[config.mk]
export PLATFORM = sky130hd
export DESIGN_NAME = cell_extract_buffer
export DESIGN_NICKNAME = d
export VERILOG_FILES = /design/src/hdl/cell_extract_pkg.sv /design/src/hdl/word_stream_if.sv /design/src/hdl/word_skid_buffer.sv /design/src/hdl/cell_extract_buffer.sv
export SDC_FILE = /design/constraint.sdc
export NUM_CORES = 1
export LEC_CHECK = 0
export BUFFER_PORTS_ARGS = -buffer_cell sky130_fd_sc_hd__buf_4
export CELL_PAD_IN_SITES_DETAIL_PLACEMENT = 0
export CELL_PAD_IN_SITES_GLOBAL_PLACEMENT = 1
export CORE_AREA = 4 4 301 303
export CTS_CLUSTER_SIZE = 30
export DETAILED_ROUTE_END_ITERATION = 16
export DIE_AREA = 0 0 305 307
export PLACE_DENSITY_LB_ADDON = 0.1
export SLEW_MARGIN = 40
export SYNTH_ARGS = -nofsm -noshare
export SYNTH_HDL_FRONTEND = slang
export SYNTH_SLANG_ARGS = --single-unit
export TNS_END_PERCENT = 30
[constraint.sdc]
create_clock -name sys_clk -period 4.2 [get_ports sys_clk]
set_clock_uncertainty 0.2 [all_clocks]
set_input_delay 0 -clock sys_clk [delete_from_list [all_inputs] [get_ports sys_clk]]
set_output_delay 0 -clock sys_clk [all_outputs]
set_load 0.02 [all_outputs]
[src/hdl/cell_extract_pkg.sv]
// Constants shared by the cell extraction buffer design.
package cell_extract_pkg;
  // Register offsets within the device's 8-bit register window.
  localparam logic [7:0] INT_STATUS_OFFSET  = 8'h0b;
  localparam logic [7:0] INT_ENABLE_OFFSET  = 8'h0f;
  localparam logic [7:0] MEM_CONTROL_OFFSET = 8'h13;
  localparam logic [7:0] DATA_BYTE3_OFFSET  = 8'h14;
  localparam logic [7:0] DATA_BYTE2_OFFSET  = 8'h15;
  localparam logic [7:0] DATA_BYTE1_OFFSET  = 8'h16;
  localparam logic [7:0] DATA_BYTE0_OFFSET  = 8'h17;
  // Field positions.
  localparam int INSERT_SOC_BIT       = 0;
  localparam int INSERT_SPACE_BIT     = 1;
  localparam int INSERT_RESET_N_BIT   = 2;
  localparam int EXTRACT_READY_BIT    = 3;
  localparam int EXTRACT_RESET_N_BIT  = 4;
  localparam int EXTRACT_INT_BIT      = 5;
  // Reset values.
  localparam logic [7:0] MEM_CONTROL_RESET = 8'h14;
  localparam logic [7:0] INT_ENABLE_RESET  = 8'h00;
  // Cell shape: 56 bytes read as 14 words of 32 bits; then cells stored and host buffer entries.
  localparam int CELL_WORDS   = 14;
  localparam int WORD_BITS    = 32;
  localparam int CELL_DEPTH   = 2;
  localparam int BUF_ENTRIES  = 2;
endpackage

[src/hdl/word_stream_if.sv]
// Valid/ready word stream used between the cell store, the skid buffer and the host readout.
`timescale 1ns/1ps
interface word_stream_if #(parameter int WIDTH = 32);
  logic             valid;
  logic             ready;
  logic [WIDTH-1:0] data;
  modport src (output valid, output data, input ready);
  modport dst (input valid, input data, output ready);
endinterface

[src/hdl/word_skid_buffer.sv]
// Two-entry buffer with valid and ready on both sides.
`timescale 1ns/1ps
module word_skid_buffer #(
  parameter int WIDTH   = 32,
  parameter int ENTRIES = 2
) (
  input  wire logic   sys_clk,
  input  wire logic   rst_n,
  input  wire logic   flush,
  word_stream_if.dst  in_s,
  word_stream_if.src  out_s
);
  import cell_extract_pkg::*;
  localparam int PW = $clog2(ENTRIES);

  logic [WIDTH-1:0] mem_reg [ENTRIES];
  logic [PW-1:0]    wr_reg;
  logic [PW-1:0]    rd_reg;
  logic [PW:0]      count_reg;
  logic             push;
  logic             pop;

  function automatic logic [PW-1:0] bump(input logic [PW-1:0] p);
    return (p == PW'(ENTRIES - 1)) ? '0 : p + 1'b1;
  endfunction

  assign in_s.ready  = (count_reg != (PW+1)'(ENTRIES));
  assign out_s.valid = (count_reg != '0);
  assign out_s.data  = mem_reg[rd_reg];
  assign push        = in_s.valid & in_s.ready;
  assign pop         = out_s.valid & out_s.ready;

  always_ff @(posedge sys_clk) begin
    if (push) begin
      mem_reg[wr_reg] <= in_s.data;
    end
  end

  always_ff @(posedge sys_clk or negedge rst_n) begin
    if (!rst_n) begin
      wr_reg    <= '0;
      rd_reg    <= '0;
      count_reg <= '0;
    end else if (flush) begin
      wr_reg    <= '0;
      rd_reg    <= '0;
      count_reg <= '0;
    end else begin
      if (push) begin
        wr_reg <= bump(wr_reg);
      end
      if (pop) begin
        rd_reg <= bump(rd_reg);
      end
      count_reg <= count_reg + (PW+1)'(push) - (PW+1)'(pop);
    end
  end
endmodule // word_skid_buffer

[src/hdl/cell_extract_buffer.sv]
// Transmit cell extraction buffer with byte-wide microprocessor register access.
`timescale 1ns/1ps
module cell_extract_buffer #(
  parameter int CELLS = cell_extract_pkg::CELL_DEPTH
) (
  input  wire logic        sys_clk,
  input  wire logic        rst_n,
  input  wire logic [7:0]  addr,
  input  wire logic        cs_n,
  input  wire logic        wr_n,
  input  wire logic        rd_n,
  input  wire logic [7:0]  wdata,
  output logic      [7:0]  rdata,
  output logic             int_n,
  input  wire logic        filt_valid,
  input  wire logic        filt_sof,
  input  wire logic [31:0] filt_data,
  output logic             filt_ready,
  output logic             insert_strobe,
  output logic             insert_sof,
  output logic      [31:0] insert_data
);
  import cell_extract_pkg::*;

  // ************************************************************
  // Pin synchronisation and access strobes
  // ************************************************************
  logic [1:0] cs_sync_reg, wr_sync_reg, rd_sync_reg;
  logic [7:0] addr_s1_reg, addr_reg, wdata_s1_reg, wdata_reg;
  logic       wr_prev_reg, rd_prev_reg;
  logic       wr_pulse, rd_pulse;

  always_ff @(posedge sys_clk or negedge rst_n) begin
    if (!rst_n) begin
      cs_sync_reg  <= 2'h3;
      wr_sync_reg  <= 2'h3;
      rd_sync_reg  <= 2'h3;
      addr_s1_reg  <= 8'h00;
      addr_reg     <= 8'h00;
      wdata_s1_reg <= 8'h00;
      wdata_reg    <= 8'h00;
      wr_prev_reg  <= 1'b0;
      rd_prev_reg  <= 1'b0;
    end else begin
      cs_sync_reg  <= {cs_sync_reg[0], cs_n};
      wr_sync_reg  <= {wr_sync_reg[0], wr_n};
      rd_sync_reg  <= {rd_sync_reg[0], rd_n};
      addr_s1_reg  <= addr;
      addr_reg     <= addr_s1_reg;
      wdata_s1_reg <= wdata;
      wdata_reg    <= wdata_s1_reg;
      wr_prev_reg  <= ~cs_sync_reg[1] & ~wr_sync_reg[1];
      rd_prev_reg  <= ~cs_sync_reg[1] & ~rd_sync_reg[1];
    end
  end

  // Strobes act once, at the leading edge of each access, after synchronisation.
  assign wr_pulse = ~cs_sync_reg[1] & ~wr_sync_reg[1] & ~wr_prev_reg;
  assign rd_pulse = ~cs_sync_reg[1] & ~rd_sync_reg[1] & ~rd_prev_reg;

  // ************************************************************
  // Control and interrupt registers
  // ************************************************************
  logic [7:0] control_reg;
  logic       int_enable_reg;
  logic       int_status_reg;
  logic       flush;
  logic       cell_loaded;

  // Flush on the rising write of the active-low reset bit.
  assign flush = wr_pulse && addr_reg == MEM_CONTROL_OFFSET &&
                 wdata_reg[EXTRACT_RESET_N_BIT] && !control_reg[EXTRACT_RESET_N_BIT];

  always_ff @(posedge sys_clk or negedge rst_n) begin
    if (!rst_n) begin
      control_reg <= MEM_CONTROL_RESET;
    end else if (wr_pulse && addr_reg == MEM_CONTROL_OFFSET) begin
      control_reg <= wdata_reg;
    end
  end

  always_ff @(posedge sys_clk or negedge rst_n) begin
    if (!rst_n) begin
      int_enable_reg <= 1'b0;
    end else if (wr_pulse && addr_reg == INT_ENABLE_OFFSET) begin
      int_enable_reg <= wdata_reg[EXTRACT_INT_BIT];
    end
  end

  // Reading the status register clears it, but a new cell in that cycle wins while the interrupt is enabled.
  always_ff @(posedge sys_clk or negedge rst_n) begin
    if (!rst_n) begin
      int_status_reg <= 1'b0;
    end else if (cell_loaded && int_enable_reg) begin
      int_status_reg <= 1'b1;
    end else if (rd_pulse && addr_reg == INT_STATUS_OFFSET) begin
      int_status_reg <= 1'b0;
    end
  end

  always_ff @(posedge sys_clk or negedge rst_n) begin
    if (!rst_n) begin
      int_n <= 1'b1;
    end else begin
      int_n <= ~(int_status_reg & int_enable_reg);
    end
  end

  // ************************************************************
  // Cell store fed by the user cell filter
  // ************************************************************
  localparam int SLOTS = CELLS * CELL_WORDS;
  localparam int AW    = $clog2(SLOTS);
  localparam int WW    = $clog2(CELL_WORDS);

  logic [31:0]   store_reg [SLOTS];
  logic [AW-1:0] wr_ptr_reg, rd_ptr_reg;
  logic [WW-1:0] wr_word_reg;
  logic [2:0]    cells_reg;
  logic          wr_active_reg;
  logic          store_push;
  logic          store_pop;
  logic          cell_read;
  logic [WW-1:0] rd_word_reg;

  function automatic logic [AW-1:0] next_slot(input logic [AW-1:0] p);
    return (p == AW'(SLOTS - 1)) ? '0 : p + 1'b1;
  endfunction

  word_stream_if #(.WIDTH(WORD_BITS)) store_s ();
  word_stream_if #(.WIDTH(WORD_BITS)) host_s ();

  // A cell is accepted only whole: the filter is stalled while no cell slot is free,
  // so a partial cell is never stored.
  assign filt_ready = (wr_active_reg || filt_sof) && (cells_reg < 3'(CELLS)) &&
                      !(wr_active_reg == 1'b0 && cells_reg + 3'(1) > 3'(CELLS));
  assign store_push = filt_valid && filt_ready;
  assign cell_loaded = store_push && wr_word_reg == WW'(CELL_WORDS - 1);

  always_ff @(posedge sys_clk) begin
    if (store_push) begin
      store_reg[wr_ptr_reg] <= filt_data;
    end
  end

  always_ff @(posedge sys_clk or negedge rst_n) begin
    if (!rst_n) begin
      wr_ptr_reg    <= '0;
      wr_word_reg   <= '0;
      wr_active_reg <= 1'b0;
    end else if (flush) begin
      wr_ptr_reg    <= '0;
      wr_word_reg   <= '0;
      wr_active_reg <= 1'b0;
    end else if (store_push) begin
      wr_ptr_reg    <= next_slot(wr_ptr_reg);
      wr_active_reg <= !cell_loaded;
      wr_word_reg   <= cell_loaded ? '0 : wr_word_reg + 1'b1;
    end
  end

  // Store output streams words into the two-entry buffer toward the host.
  logic [AW:0] stored_words_reg;
  assign store_s.valid = stored_words_reg != '0 && !flush;
  assign store_s.data  = store_reg[rd_ptr_reg];
  assign store_pop     = store_s.valid && store_s.ready;

  always_ff @(posedge sys_clk or negedge rst_n) begin
    if (!rst_n) begin
      rd_ptr_reg       <= '0;
      stored_words_reg <= '0;
    end else if (flush) begin
      rd_ptr_reg       <= '0;
      stored_words_reg <= '0;
    end else begin
      if (store_pop) begin
        rd_ptr_reg <= next_slot(rd_ptr_reg);
      end
      stored_words_reg <= stored_words_reg + (AW+1)'(cell_loaded ? CELL_WORDS : 0)
                          - (AW+1)'(store_pop);
    end
  end

  word_skid_buffer #(.WIDTH(WORD_BITS), .ENTRIES(BUF_ENTRIES)) u_skid (
    .sys_clk (sys_clk),
    .rst_n   (rst_n),
    .flush   (flush),
    .in_s    (store_s),
    .out_s   (host_s)
  );

  // ************************************************************
  // Host readout: byte 0 read completes a word
  // ************************************************************
  assign host_s.ready = rd_pulse && addr_reg == DATA_BYTE0_OFFSET;
  assign cell_read    = host_s.ready && host_s.valid && rd_word_reg == WW'(CELL_WORDS - 1);

  always_ff @(posedge sys_clk or negedge rst_n) begin
    if (!rst_n) begin
      rd_word_reg <= '0;
    end else if (flush) begin
      rd_word_reg <= '0;
    end else if (host_s.ready && host_s.valid) begin
      rd_word_reg <= cell_read ? '0 : rd_word_reg + 1'b1;
    end
  end

  // Count of complete unread cells; a load and a finished read may coincide.
  always_ff @(posedge sys_clk or negedge rst_n) begin
    if (!rst_n) begin
      cells_reg <= '0;
    end else if (flush) begin
      cells_reg <= '0;
    end else begin
      cells_reg <= cells_reg + 3'(cell_loaded) - 3'(cell_read);
    end
  end

  // ************************************************************
  // Read data mux
  // ************************************************************
  logic [7:0] rdata_next;
  always_comb begin
    rdata_next = 8'h00;
    unique case (addr_reg)
      MEM_CONTROL_OFFSET: begin
        rdata_next = control_reg & 8'h17;
        rdata_next[EXTRACT_READY_BIT] = cells_reg != '0;
      end
      INT_ENABLE_OFFSET: rdata_next[EXTRACT_INT_BIT] = int_enable_reg;
      INT_STATUS_OFFSET: rdata_next[EXTRACT_INT_BIT] = int_status_reg;
      // Data registers always read the extraction side.
      DATA_BYTE3_OFFSET: rdata_next = host_s.data[31:24];
      DATA_BYTE2_OFFSET: rdata_next = host_s.data[23:16];
      DATA_BYTE1_OFFSET: rdata_next = host_s.data[15:8];
      DATA_BYTE0_OFFSET: rdata_next = host_s.data[7:0];
      default: rdata_next = 8'h00;
    endcase
  end

  always_ff @(posedge sys_clk or negedge rst_n) begin
    if (!rst_n) begin
      rdata <= 8'h00;
    end else begin
      rdata <= rdata_next;
    end
  end

  // ************************************************************
  // Insertion word assembly passed to the insertion side
  // ************************************************************
  logic [23:0] insert_hold_reg;
  always_ff @(posedge sys_clk or negedge rst_n) begin
    if (!rst_n) begin
      insert_hold_reg <= 24'h000000;
      insert_strobe   <= 1'b0;
      insert_sof      <= 1'b0;
      insert_data     <= 32'h00000000;
    end else begin
      insert_strobe <= 1'b0;
      if (wr_pulse) begin
        unique case (addr_reg)
          DATA_BYTE3_OFFSET: insert_hold_reg[23:16] <= wdata_reg;
          DATA_BYTE2_OFFSET: insert_hold_reg[15:8]  <= wdata_reg;
          DATA_BYTE1_OFFSET: insert_hold_reg[7:0]   <= wdata_reg;
          DATA_BYTE0_OFFSET: begin
            // Each byte-0 write completes one word; 13 follow the first.
            insert_strobe <= 1'b1;
            insert_sof    <= control_reg[INSERT_SOC_BIT];
            insert_data   <= {insert_hold_reg, wdata_reg};
          end
          default: insert_strobe <= 1'b0;
        endcase
      end
    end
  end
endmodule // cell_extract_buffer

======== Word-level counts from Yosys, hierarchy flattened ========
Memory sizes are Yosys's and may differ from the RTL's.
Index checks and enable logic that the tools add are counted.
operators by class
  magnitude comparators ................... 2
  mux-type cells .......................... 35
  reductions and logical operators ........ 34
  $add $sub $neg .......................... 13
  equal/unequal tests ..................... 12
  bitwise gates (word level) .............. 14
operators by type and width
  operator             count
  $eq 8x5->1 const B   5
  $mux 5               6
  $mux 4               7
  $pmux 5 s5           1
  $eq 8x4->1 const B   2
  $logic_and 1x1->1    16
  $mux 1               16
  $reduce_bool 2->1    7
  $add 5x1->5 const B  2
  $eq 5x5->1 const B   2
  $add 4x1->4 const B  2
  $eq 4x4->1 const B   2
  $pmux 2 s4           1
  $reduce_and 2->1     4
  $and 1x1->1          7
  $not 1->1            7
  $add 6x4->6          1
  $mux 6               1
  $pmux 1 s6           1
  $reduce_bool 6->1    1
  $sub 6x1->6          1
  $logic_not 1->1      4
  $add 3x1->3          1
  $add 3x1->3 const B  1
  11 further kinds     12
word-level totals
  flip-flop bits (word level) ............. 146
  output and inout port bits .............. 44
  memories ................................ 2
  word-level logic and storage cells ...... 142
  memory bits (writable) .................. 960
  input port bits ......................... 55
memories
  memory          words  bits a word  read ports  clocked after memory_dff  write ports  RTL line                    text
  store_reg       28     32           1           0                         1            cell_extract_buffer.sv:116  logic [31:0] store_reg [SLOTS];
  u_skid.mem_reg  2      32           1           0                         1            word_skid_buffer.sv:16      logic [WIDTH-1:0] mem_reg [ENTRIES];

======== Depth between registers and ports, before layout ========
Gate-level depths: netlist of the first run.
  depth after elaboration ................. 12
  depth in mapped cells ................... 15
  gate-level depth less buffers ........... 15

======== Cells and area by module ========
Synthesis of the first run repeated with hierarchy kept, for this count alone.
second synthesis, totals
  cell total of the unflattened synthesis .. 2,322
  area total of the unflattened synthesis .. 43,065.1 sq um
by module, submodules not included
  module               cells an instance  area an instance (sq um)  instances
  cell_extract_buffer  2,199              40,367.5                  1
  word_skid_buffer     123                2,697.6                   1

======== Worst setup path before layout of the first run ========
Ideal clock, no wire load.
  kind .................................... reg2reg
  start point ............................. register cs_sync_reg[1]
  end point ............................... memory u_skid.mem_reg[1][0], enable pin
  clock period less this slack ............ 4.121 ns
  path slack .............................. 0.079 ns
  cell stages (with the launch flop) ...... 6
  arrival ................................. 3.453 ns
  library setup time ...................... 0.468 ns
  buffers on the path ..................... 1
  cells stage by stage .................... dfstp_2 > nor3_2 > nand4_1 > nor3b_1 > buf_2 > nor3b_1
on the way
  word-level cells in the longest chain between the ends .. 11
RTL lines
  what                             RTL line                    text
  start, declared                  cell_extract_buffer.sv:28   logic [1:0] cs_sync_reg, wr_sync_reg, rd_sync_reg;
  start signal, assigned           cell_extract_buffer.sv:45   cs_sync_reg <= {cs_sync_reg[0], cs_n};
  $not 1->1                        cell_extract_buffer.sv:58   assign wr_pulse = ~cs_sync_reg[1] & ~wr_sync_reg[1] & ~wr_prev_reg;
  $and 1x1->1 (2 in series)        cell_extract_buffer.sv:58
  $logic_and 1x1->1 (2 in series)  cell_extract_buffer.sv:71   assign flush = wr_pulse && addr_reg == MEM_CONTROL_OFFSET &&
  $logic_and 1x1->1                cell_extract_buffer.sv:72   wdata_reg[EXTRACT_RESET_N_BIT] && !control_reg[EXTRACT_RESET_N_BIT];
  $logic_not 1->1                  cell_extract_buffer.sv:164  assign store_s.valid = stored_words_reg != '0 && !flush;
  $logic_and 1x1->1                cell_extract_buffer.sv:164
  $and 1x1->1                      word_skid_buffer.sv:30      assign push = in_s.valid & in_s.ready;
  $mux 1                           word_skid_buffer.sv:34      if (push) begin
  $mux 1 (not written as such)     word_skid_buffer.sv:35      mem_reg[wr_reg] <= in_s.data;
  end, declared                    word_skid_buffer.sv:16
No other way between the ends.

======== Worst setup path in the final report of the first run ========
  start point ............................. register stored_words_reg[4]
  end point ............................... register stored_words_reg[5]
on the way
  word-level cells in the longest chain between the ends .. 5
RTL lines
  what                                                 RTL line                    text
  start, declared                                      cell_extract_buffer.sv:163  logic [AW:0] stored_words_reg;
  start signal, assigned                               cell_extract_buffer.sv:179  stored_words_reg <= stored_words_reg + (AW+1)'(cell_loaded ? CELL_WORDS : 0)
  branches (longest 3 deep; another with $add 6x4->6)  --
  $sub 6x1->6 *                                        cell_extract_buffer.sv:180  - (AW+1)'(store_pop);
  $mux 6 *                                             cell_extract_buffer.sv:172  end else if (flush) begin
Every way passes the cells marked *.
A chain may end at the register's enable or synchronous reset.

==> impl_metrics.tcl, run 1 <==
set metrics [dict create \
    nNetsFinal 2555 \
    min_from "filt_data[30]" \
    ys_top_cells_by_count "edfxtp_1, mux2i_1, dfrtp_1" \
    cap_violations 0 \
    dieArea_sq_um 93600 \
    async_flop_share 0.131 \
    grt_pass1_vias 22450 \
    netlist_area_sq_um 42600 \
    rsz0062_at_grt "no" \
    synth_most_common_cell "edfxtp_1" \
    track_usage 0.219 \
    rr_worst_depth 14 \
    drt-wirelength-per-cell_um 27.5 \
    hold_viol 0 \
    htreeDepth 3 \
    synth.yosys.warnings 0 \
    final.setup.tns_ns 0 \
    synth_top_area_frac 0.676 \
    grt_max_degree 87 \
    status "completed" \
    start_util 0.485 \
    synth_top_area_cell "edfxtp_1" \
    worst_pin_slew_ns 0.864 \
    area.growth.synth_to_final_pct 16.4 \
    r2r-start "stored_words_reg[4]$_DFF_PN0_" \
    drv_slew 0 \
    final_util 0.565 \
    power.density_nw_per_um2 631 \
    finalSetupViolCount 0 \
    min_delay_path_depth 2 \
    core-area_sq_um 88000 \
    fp-row-count 109 \
    p_leak_nw 17.3 \
    start_kind "flip-flop" \
    yosysSeqAreaShare 0.761 \
    drive_gt1_frac 0.241 \
    cts_inserted_buffers 114 \
    drtIter0Drc 2071 \
    cts_setup_buffers 0 \
    num_vias 21806 \
    dp_hpwl_um 60800 \
    cp_data_required_time_ns 4.60 \
    cp_data_arrival_time_ns 3.94 \
    max_freq_mhz 282 \
    syn_avg_cell_area_sq_um 19.3 \
    syn_inst 2204 \
    synth_cell_types 66 \
    die-width_um 305 \
    cts_tree "yes" \
    synth_seq_cells 1105 \
    relSlewSlack 0.422 \
    critical_path_class "flip-flop to flip-flop" \
    min_to "store_reg[17][30]$_DFFE_PP_" \
    totalWireLength_um 102000 \
    grt_overflow 0 \
    syn_nets 2287 \
    grt_pass1_wl_um 151000 \
    drtAntennaViolNets 0 \
    r2r-end "stored_words_reg[5]$_DFF_PN0_" \
    rrSetupSlack_ns 0.66 \
    largest_reg_flops 896 \
    hold_path.class "input pin to flip-flop" \
    ir_drop_mv 0.366 \
    synth-edff-count 960 \
    synth_top_cells_by_area "edfxtp_1, dfrtp_1, mux4_2" \
    fin_crit_ns 3.54 \
    cts.sinks 1105 \
    crit_path_end_kind "flip-flop" \
    io_buffers 98 \
    pin_count 99 \
    drcViolationCount 0 \
    clock_latency_ns 0.69 \
    holdWs_ns 0.0768 \
    ys.flop_type "edfxtp_1" \
    via_per_inst 5.85 \
    path_max_fanout 6 \
    finalCritPeriodShare 0.844 \
    n_fill_cell 6619 \
    die_h_um 307 \
    num_antenna_cells 0 \
    finalWeightedCongestion 0.765 \
    clk_pin_slew_ns 0.06 \
    antenna_found_initial 1 \
    dr.pass1.iters 5 \
    clock-root-buffer "clkbuf_16" \
    clockBufferDepth 3 \
]
[how the worst max path moves through the flow]
| stage | start | endpoint | slack [ns] | cells after the start |
|---|---|---|---|---|
| floorplan | cs_sync_reg[1]$_DFF_PN1_ | u_skid.mem_reg[1][0]$_DFFE_PP_ | 0.08 | 5 |
| global placement | stored_words_reg[4]$_DFF_PN0_ | stored_words_reg[5]$_DFF_PN0_ | 0.69 | 14 |
| detailed placement | stored_words_reg[4]$_DFF_PN0_ | stored_words_reg[5]$_DFF_PN0_ | 0.67 | 14 |
| CTS | stored_words_reg[4]$_DFF_PN0_ | stored_words_reg[5]$_DFF_PN0_ | 0.65 | 14 |
| global route | stored_words_reg[4]$_DFF_PN0_ | stored_words_reg[5]$_DFF_PN0_ | 0.43 | 14 |
| finish | stored_words_reg[4]$_DFF_PN0_ | stored_words_reg[5]$_DFF_PN0_ | 0.66 | 14 |
[logic make-up after synthesis]
| group | share of synthesized area |
|---|---|
| xor+xnor | 0.00144 |
| mux | 0.139 |
| simple gates | 0.0281 |
| buf+inv | 0.0172 |
| fa+ha+maj | 0.00857 |
| flops | 0.761 |
| compound gates | 0.0443 |
[report_power, final]
group	leakage (nW)	switching, mW	internal, mW	total [mW]
logic	4.99	4.95	3.38	8.34
registers	10.5	0.462	12.9	13.4
clock network	1.74	4.06	5.55	9.61
total	17.3	9.47	21.9	31.3
[per-stage QoR]
step           std cells  area [sq um]  setup slack (ns)  power (mW)
6_report            3725         49700             0.657        31.3
4_1_cts             3725         49700             0.649        31.6
3_3_place_gp        3444         45300             0.689        21.8
5_1_grt             3725         49700             0.427        32.7
2_1_floorplan       2204         42600            0.0787        18.8
3_5_place_dp        3444         45300             0.666        21.9
[cell type report]
class | count | area [sq um] | area share
clock buffers | 133 | 2920 | 0.0589
clock inverters | 71 | 621 | 0.0125
inverters | 31 | 116 | 0.00234
multi-input cells | 951 | 9680 | 0.195
flip-flops and latches | 1105 | 32500 | 0.654
well taps | 1165 | 1460 | 0.0294
repair buffers | 269 | 2390 | 0.0481
[critical path, cell delays in order, from the launching register on]
cell	delay, ns
dfrtp_1	0.36
inv_1	0.09
ha_1	0.16
or4b_2	0.63
o21ai_1	0.45
nor2_1	0.13
ha_1	0.20
inv_1	0.05
ha_1	0.17
inv_1	0.07
fa_1	0.42
nor2b_1	0.17
o21a_1	0.14
o21ai_0	0.08
a21oi_1	0.15
[what timing repair did]
item                                   in CTS  in global routing
hold buffers                               77                  0
endpoints found under the hold margin    1073                  0
resized for setup                           0                  0
[cells in the final DEF, fill, tap and decap left out, drive strengths merged, types with 30 or more instances in the layout]
cell type    count
nor2            57
inv             33
nand2           61
clkinv          58
mux2            78
buf            193
a211oi          32
o22ai           64
dlygate4sd3     76
clkbuf         133
mux4           134
edfxtp         960
a22oi           63
a21oi           30
dfrtp          136
mux2i          203
[routing by layer]
layer  routed length [um]  GRT usage  vias to the layer above  share of wire
met1                43500      0.310                    11437           0.42
met4                 2050     0.0506                        2          0.020
met2                49500      0.358                      756           0.48
met5                   13          0                        -        0.00013
met3                 7420     0.0414                      147          0.072
li1                     -          -                     9464              -
Power figures use the tool's default switching activity.
==> run 2: changes to the inputs <==
- clock period: 4.2 -> 3.2 ns (I/O delays scaled with it)
==> impl_metrics.tcl, run 2 (synthesis gave the netlist of run 1 again) <==
set metrics [dict create \
    dr.pass1.iters 5 \
    p_sw_frac 0.300 \
    htreeDepth 3 \
    finalSetupViolCount 0 \
    critical_path_class "flip-flop to flip-flop" \
    finalWeightedCongestion 0.798 \
    layout.cells.most_common "edfxtp_1" \
    clock_power_share 0.301 \
    clk_pin_slew_ns 0.06 \
    cap_violations 0 \
    power.density_nw_per_um2 828 \
    grtUsageMet3 0.0297 \
    die_h_um 307 \
    fp-row-count 109 \
    grt_pass1_vias 22584 \
    p_leak_nw 17.6 \
    slowest_delay_ns 0.48 \
    num_vias 22067 \
    status "completed" \
    drive_gt1_frac 0.257 \
    crit_start "stored_words_reg[4]$_DFF_PN0_" \
    max_freq_mhz 333 \
    grt_overflow 0 \
    ir_drop_mv 0.490 \
    io_buffers 98 \
    pin_count 99 \
    cp_slowest_cell "or4b_4" \
    start_util 0.485 \
    drt-wirelength-per-cell_um 27.5 \
    r2r-start "stored_words_reg[4]$_DFF_PN0_" \
    clock-root-buffer "clkbuf_16" \
    final_cell_mix "edfxtp_1, mux2i_1, buf_4" \
    totalWireLength_um 104000 \
    instances_no_fill 3777 \
    switchingPower_mw 12.5 \
    relSlewSlack 0.498 \
    via_per_inst 5.84 \
    worst_pin_slew_ns 0.749 \
    cp_data_arrival_time_ns 3.39 \
    drtIter0Drc 1777 \
    hold_viol 0 \
    core-area_sq_um 88000 \
    die-width_um 305 \
    largest_reg_flops 896 \
    cp_cell_sequence "inv_1 > ha_1 > or4b_4 > o21ai_2 > nor2_1 > ha_1 > inv_1 > ha_1 > inv_1 > fa_1 > nor2b_1 > o21a_1 > o21ai_0 > a21oi_1" \
    cts_setup_buffers 0 \
    clockBufferDepth 3 \
    p_int_mw 29.2 \
    antenna_found_initial 6 \
    drtAntennaViolNets 0 \
    cts_inserted_buffers 113 \
    path_max_fanout 2 \
    use_met1 0.328 \
    area.growth.synth_to_final_pct 18.1 \
    finalCritPeriodShare 0.938 \
    use_met2 0.356 \
    nNetsFinal 2600 \
    cp_data_required_time_ns 3.59 \
    min_from "filt_data[0]" \
    power_frac_comb 0.277 \
    p_total_mw 41.7 \
    drv_slew 0 \
    start_kind "flip-flop" \
    fin_crit_ns 3.00 \
    final.setup.tns_ns 0 \
    dp_hpwl_um 60200 \
    drcViolationCount 0 \
    hold_path.class "input pin to flip-flop" \
    track_usage 0.222 \
    crit_path_end_kind "flip-flop" \
    dieArea_sq_um 93600 \
    grt_max_degree 80 \
    clock_latency_ns 0.68 \
    cts_tree "yes" \
    grt_pass1_wl_um 153000 \
    holdWs_ns 0.0614 \
    cts.sinks 1105 \
    place_inst 3491 \
    pwr-share-seq 0.421 \
    busiest_layer "met2" \
]
==> run 2: final cells by class <==
class | instances | area [sq um]
antenna | 1 | 2.50
clock buffer | 149 | 3090
clock inverter | 60 | 465
fill | 6616 | 37600
inverter | 31 | 116
multi-input combinational | 951 | 9720
sequential | 1105 | 32500
tap | 1165 | 1460
timing repair buffer | 315 | 3040
==> run 2: critical path: cells and delay by family, from the launching register on <==
kind                     cells  cell delay (ns)
AO/OA/AOI/OAI                4             0.52
buffers and inverters        3             0.19
AND/OR/NAND/NOR              3             0.72
flip-flops                   1             0.36
adder cells (fa/ha/maj)      4             0.93
==> run 2: per-stage QoR <==
stage               instance area (sq um)  utilization  worst slack [ns]
finish                              50400        0.573             0.199
global route                        50400        0.573          -0.00377
CTS                                 50300        0.572            0.0136
detailed placement                  46000        0.523            0.0392
global placement                    46000        0.523            0.0113
floorplan                           42700            -            -0.261
==> run 2: metal layers <==
metal  wire length [um]  vias to the layer above
met4               2190                        6
met3               5360                      133
met1              46900                    11777
met2              49500                      605
li1                   -                     9546
met5                 37                        -
==> run 2: final timing paths <==
check                                                 to  slack [ns]  depth (start not counted)
min                            store_reg[2][0]$_DFFE_PP_        0.06                          2
max reg2reg                stored_words_reg[5]$_DFF_PN0_        0.20                         14
min in group asynchronous                int_n$_DFF_PN1_        0.27                          3
min reg2reg                       wdata_reg[7]$_DFF_PN0_        0.15                          0
max                        stored_words_reg[5]$_DFF_PN0_        0.20                         14
max in group asynchronous    insert_data[26]$_DFFE_PN0P_        2.10                          4
==> run 2: power groups by stage <==
stage | Sequential, mW | Combinational (mW) | Clock [mW]
3_3_place_gp | 17.8 | 11.4 | 0
3_5_place_dp | 17.9 | 11.5 | 0
6_report | 17.6 | 11.6 | 12.6
4_1_cts | 17.6 | 11.6 | 12.8
5_1_grt | 17.7 | 12.4 | 13.5
2_1_floorplan | 17.5 | 7.23 | 0
==> run 2: what timing repair did <==
item	4_1_cts	5_1_grt
hold endpoints to repair	1072	0
hold buffers	76	0
resized for setup	0	7
setup endpoints to repair	0	1
==> run 3: changes to the inputs <==
- CORE_AREA: 4 4 301 303 -> 4 4 332 334
- DIE_AREA: 0 0 305 307 -> 0 0 336 338
==> impl_metrics.tcl, run 3 (synthesis gave the netlist of run 1 again) <==
set metrics [dict create \
    place_inst 3742 \
    die_h_um 338 \
    finalCritPeriodShare 0.944 \
    antenna_found_initial 4 \
    dieArea_sq_um 114000 \
    critical_path_buf_inv_count 4 \
    critical_path_class "flip-flop to flip-flop" \
    final_cell_mix "edfxtp_1, buf_4, mux2i_1" \
    rrSetupSlack_ns 0.18 \
    grt_pass1_vias 23043 \
    final.setup.tns_ns 0 \
    fin_crit_ns 3.02 \
    clockBufferDepth 3 \
    cap_violations 0 \
    io_buffers 98 \
    area.growth.synth_to_final_pct 19.8 \
    cts.sinks 1105 \
    r2r-end "stored_words_reg[5]$_DFF_PN0_" \
    worst_pin_slew_ns 0.650 \
    p_int_mw 29.2 \
    htreeDepth 3 \
    grt_overflow 0 \
    cp_data_required_time_ns 3.53 \
    clock_latency_ns 0.71 \
    track_usage 0.201 \
    n_fill_cell 8971 \
    status "completed" \
    dp_hpwl_um 66100 \
    cp_data_arrival_time_ns 3.35 \
    p_sw_frac 0.302 \
    hold_viol 0 \
    crit_path_end_kind "flip-flop" \
    power_frac_comb 0.271 \
    p_leak_nw 17.8 \
    final-seq-area_sq_um 32500 \
    finalWeightedCongestion 0.758 \
    num_vias 22293 \
    die-width_um 336 \
    cts_tree "yes" \
    critPathTopFamily "adder cells" \
    pwr-share-seq 0.418 \
    grt_max_degree 62 \
    clock_power_share 0.310 \
    multi_input_area_sq_um 9720 \
    drive_gt1_frac 0.266 \
    instances_no_fill 4052 \
    slowest_delay_ns 0.46 \
    cp_cell_sequence "inv_1 > ha_1 > nand2b_1 > a31oi_2 > nor2_2 > inv_1 > ha_1 > inv_1 > ha_1 > inv_1 > fa_1 > nor2b_2 > o21a_1 > or3_1 > a21oi_1" \
    cts_inserted_buffers 118 \
    finalSetupViolCount 0 \
    relSlewSlack 0.554 \
    pin_count 99 \
    core-area_sq_um 107000 \
    nNetsFinal 2630 \
    switchingPower_mw 12.7 \
    drtAntennaViolNets 0 \
    max_freq_mhz 331 \
    rr_worst_depth 15 \
    layout.cells.most_common "edfxtp_1" \
    drtIter0Drc 1705 \
    power.density_nw_per_um2 820 \
    start_util 0.399 \
    clock-root-buffer "clkbuf_16" \
    path_max_fanout 3 \
    largest_reg_flops 896 \
    drv_slew 0 \
    crit_path_end "stored_words_reg[5]$_DFF_PN0_" \
    final_util 0.478 \
    cp_slowest_cell "fa_1" \
    drcViolationCount 0 \
    totalWireLength_um 114000 \
    start_kind "flip-flop" \
    crit_path_frequent_cell "inv_1" \
    cp.depth 15 \
    clk_pin_slew_ns 0.06 \
    crit_start "cells_reg[1]$_DFF_PN0_" \
    ir_drop_mv 0.471 \
    dr.pass1.iters 6 \
    grt_pass1_wl_um 163000 \
    hold_path.class "input pin to flip-flop" \
    r2r-start "cells_reg[1]$_DFF_PN0_" \
    drt-wirelength-per-cell_um 28.1 \
    via_per_inst 5.50 \
    fp-row-count 120 \
]
run 3: area by class of cell:
class | count | share of cell area
antenna | 2 | 0.0000980
sequential | 1105 | 0.636
tap | 1403 | 0.0344
clock buffer | 154 | 0.0626
clock inverter | 66 | 0.0101
timing repair buffer | 340 | 0.0644
inverter | 31 | 0.00228
multi-input combinational | 951 | 0.190
run 3: routing by layer:
| metal | track usage | part of all wire | wire, um |
|---|---|---|---|
| met5 | 0 | 0.00011 | 13 |
| met2 | 0.332 | 0.48 | 54700 |
| met1 | 0.283 | 0.44 | 50600 |
| met4 | 0.0451 | 0.021 | 2390 |
| met3 | 0.0328 | 0.054 | 6110 |
run 3: through the flow:
step           cell area, sq um  setup slack (ns)  hold WS, ns  total power, mW
2_1_floorplan             42700            -0.261       -0.496             24.7
3_3_place_gp              46400            0.0328       -0.190             29.0
3_5_place_dp              46400           -0.0139       -0.186             29.2
4_1_cts                   51000           0.00716     0.000535             42.4
5_1_grt                   51100           -0.0107       0.0220             43.8
6_report                  51100             0.178       0.0443             41.9
run 3: worst min path at each step:
stage / cells after the start / start / endpoint / slack (ns)
after CTS: 2 / filt_data[22] / store_reg[7][22]$_DFFE_PP_ / 0.0005
after global placement: 1 / rst_n / rd_word_reg[0]$_DFFE_PN0P_ / -0.19
after floorplan: 0 / rst_n / addr_reg[0]$_DFF_PN0_ / -0.50
final: 2 / filt_data[22] / store_reg[7][22]$_DFFE_PP_ / 0.04
after global routing: 2 / filt_data[19] / store_reg[8][19]$_DFFE_PP_ / 0.02
after detailed placement: 1 / rst_n / rd_word_reg[0]$_DFFE_PN0P_ / -0.19
run 3: power groups by stage:
stage                     sequential, mW  clock, mW  combinational, mW
after floorplan                     17.5          0               7.23
after global placement              17.8          0               11.3
after detailed placement            17.8          0               11.4
after CTS                           17.5       13.4               11.5
after global routing                17.6       14.0               12.2
final                               17.5       13.0               11.4
run 3: repair_timing:
action	CTS	global route
resized for setup	2	4
hold endpoints to repair	1085	0
endpoints found under the setup margin	1	1
buffers inserted	0	1
hold buffers	87	0
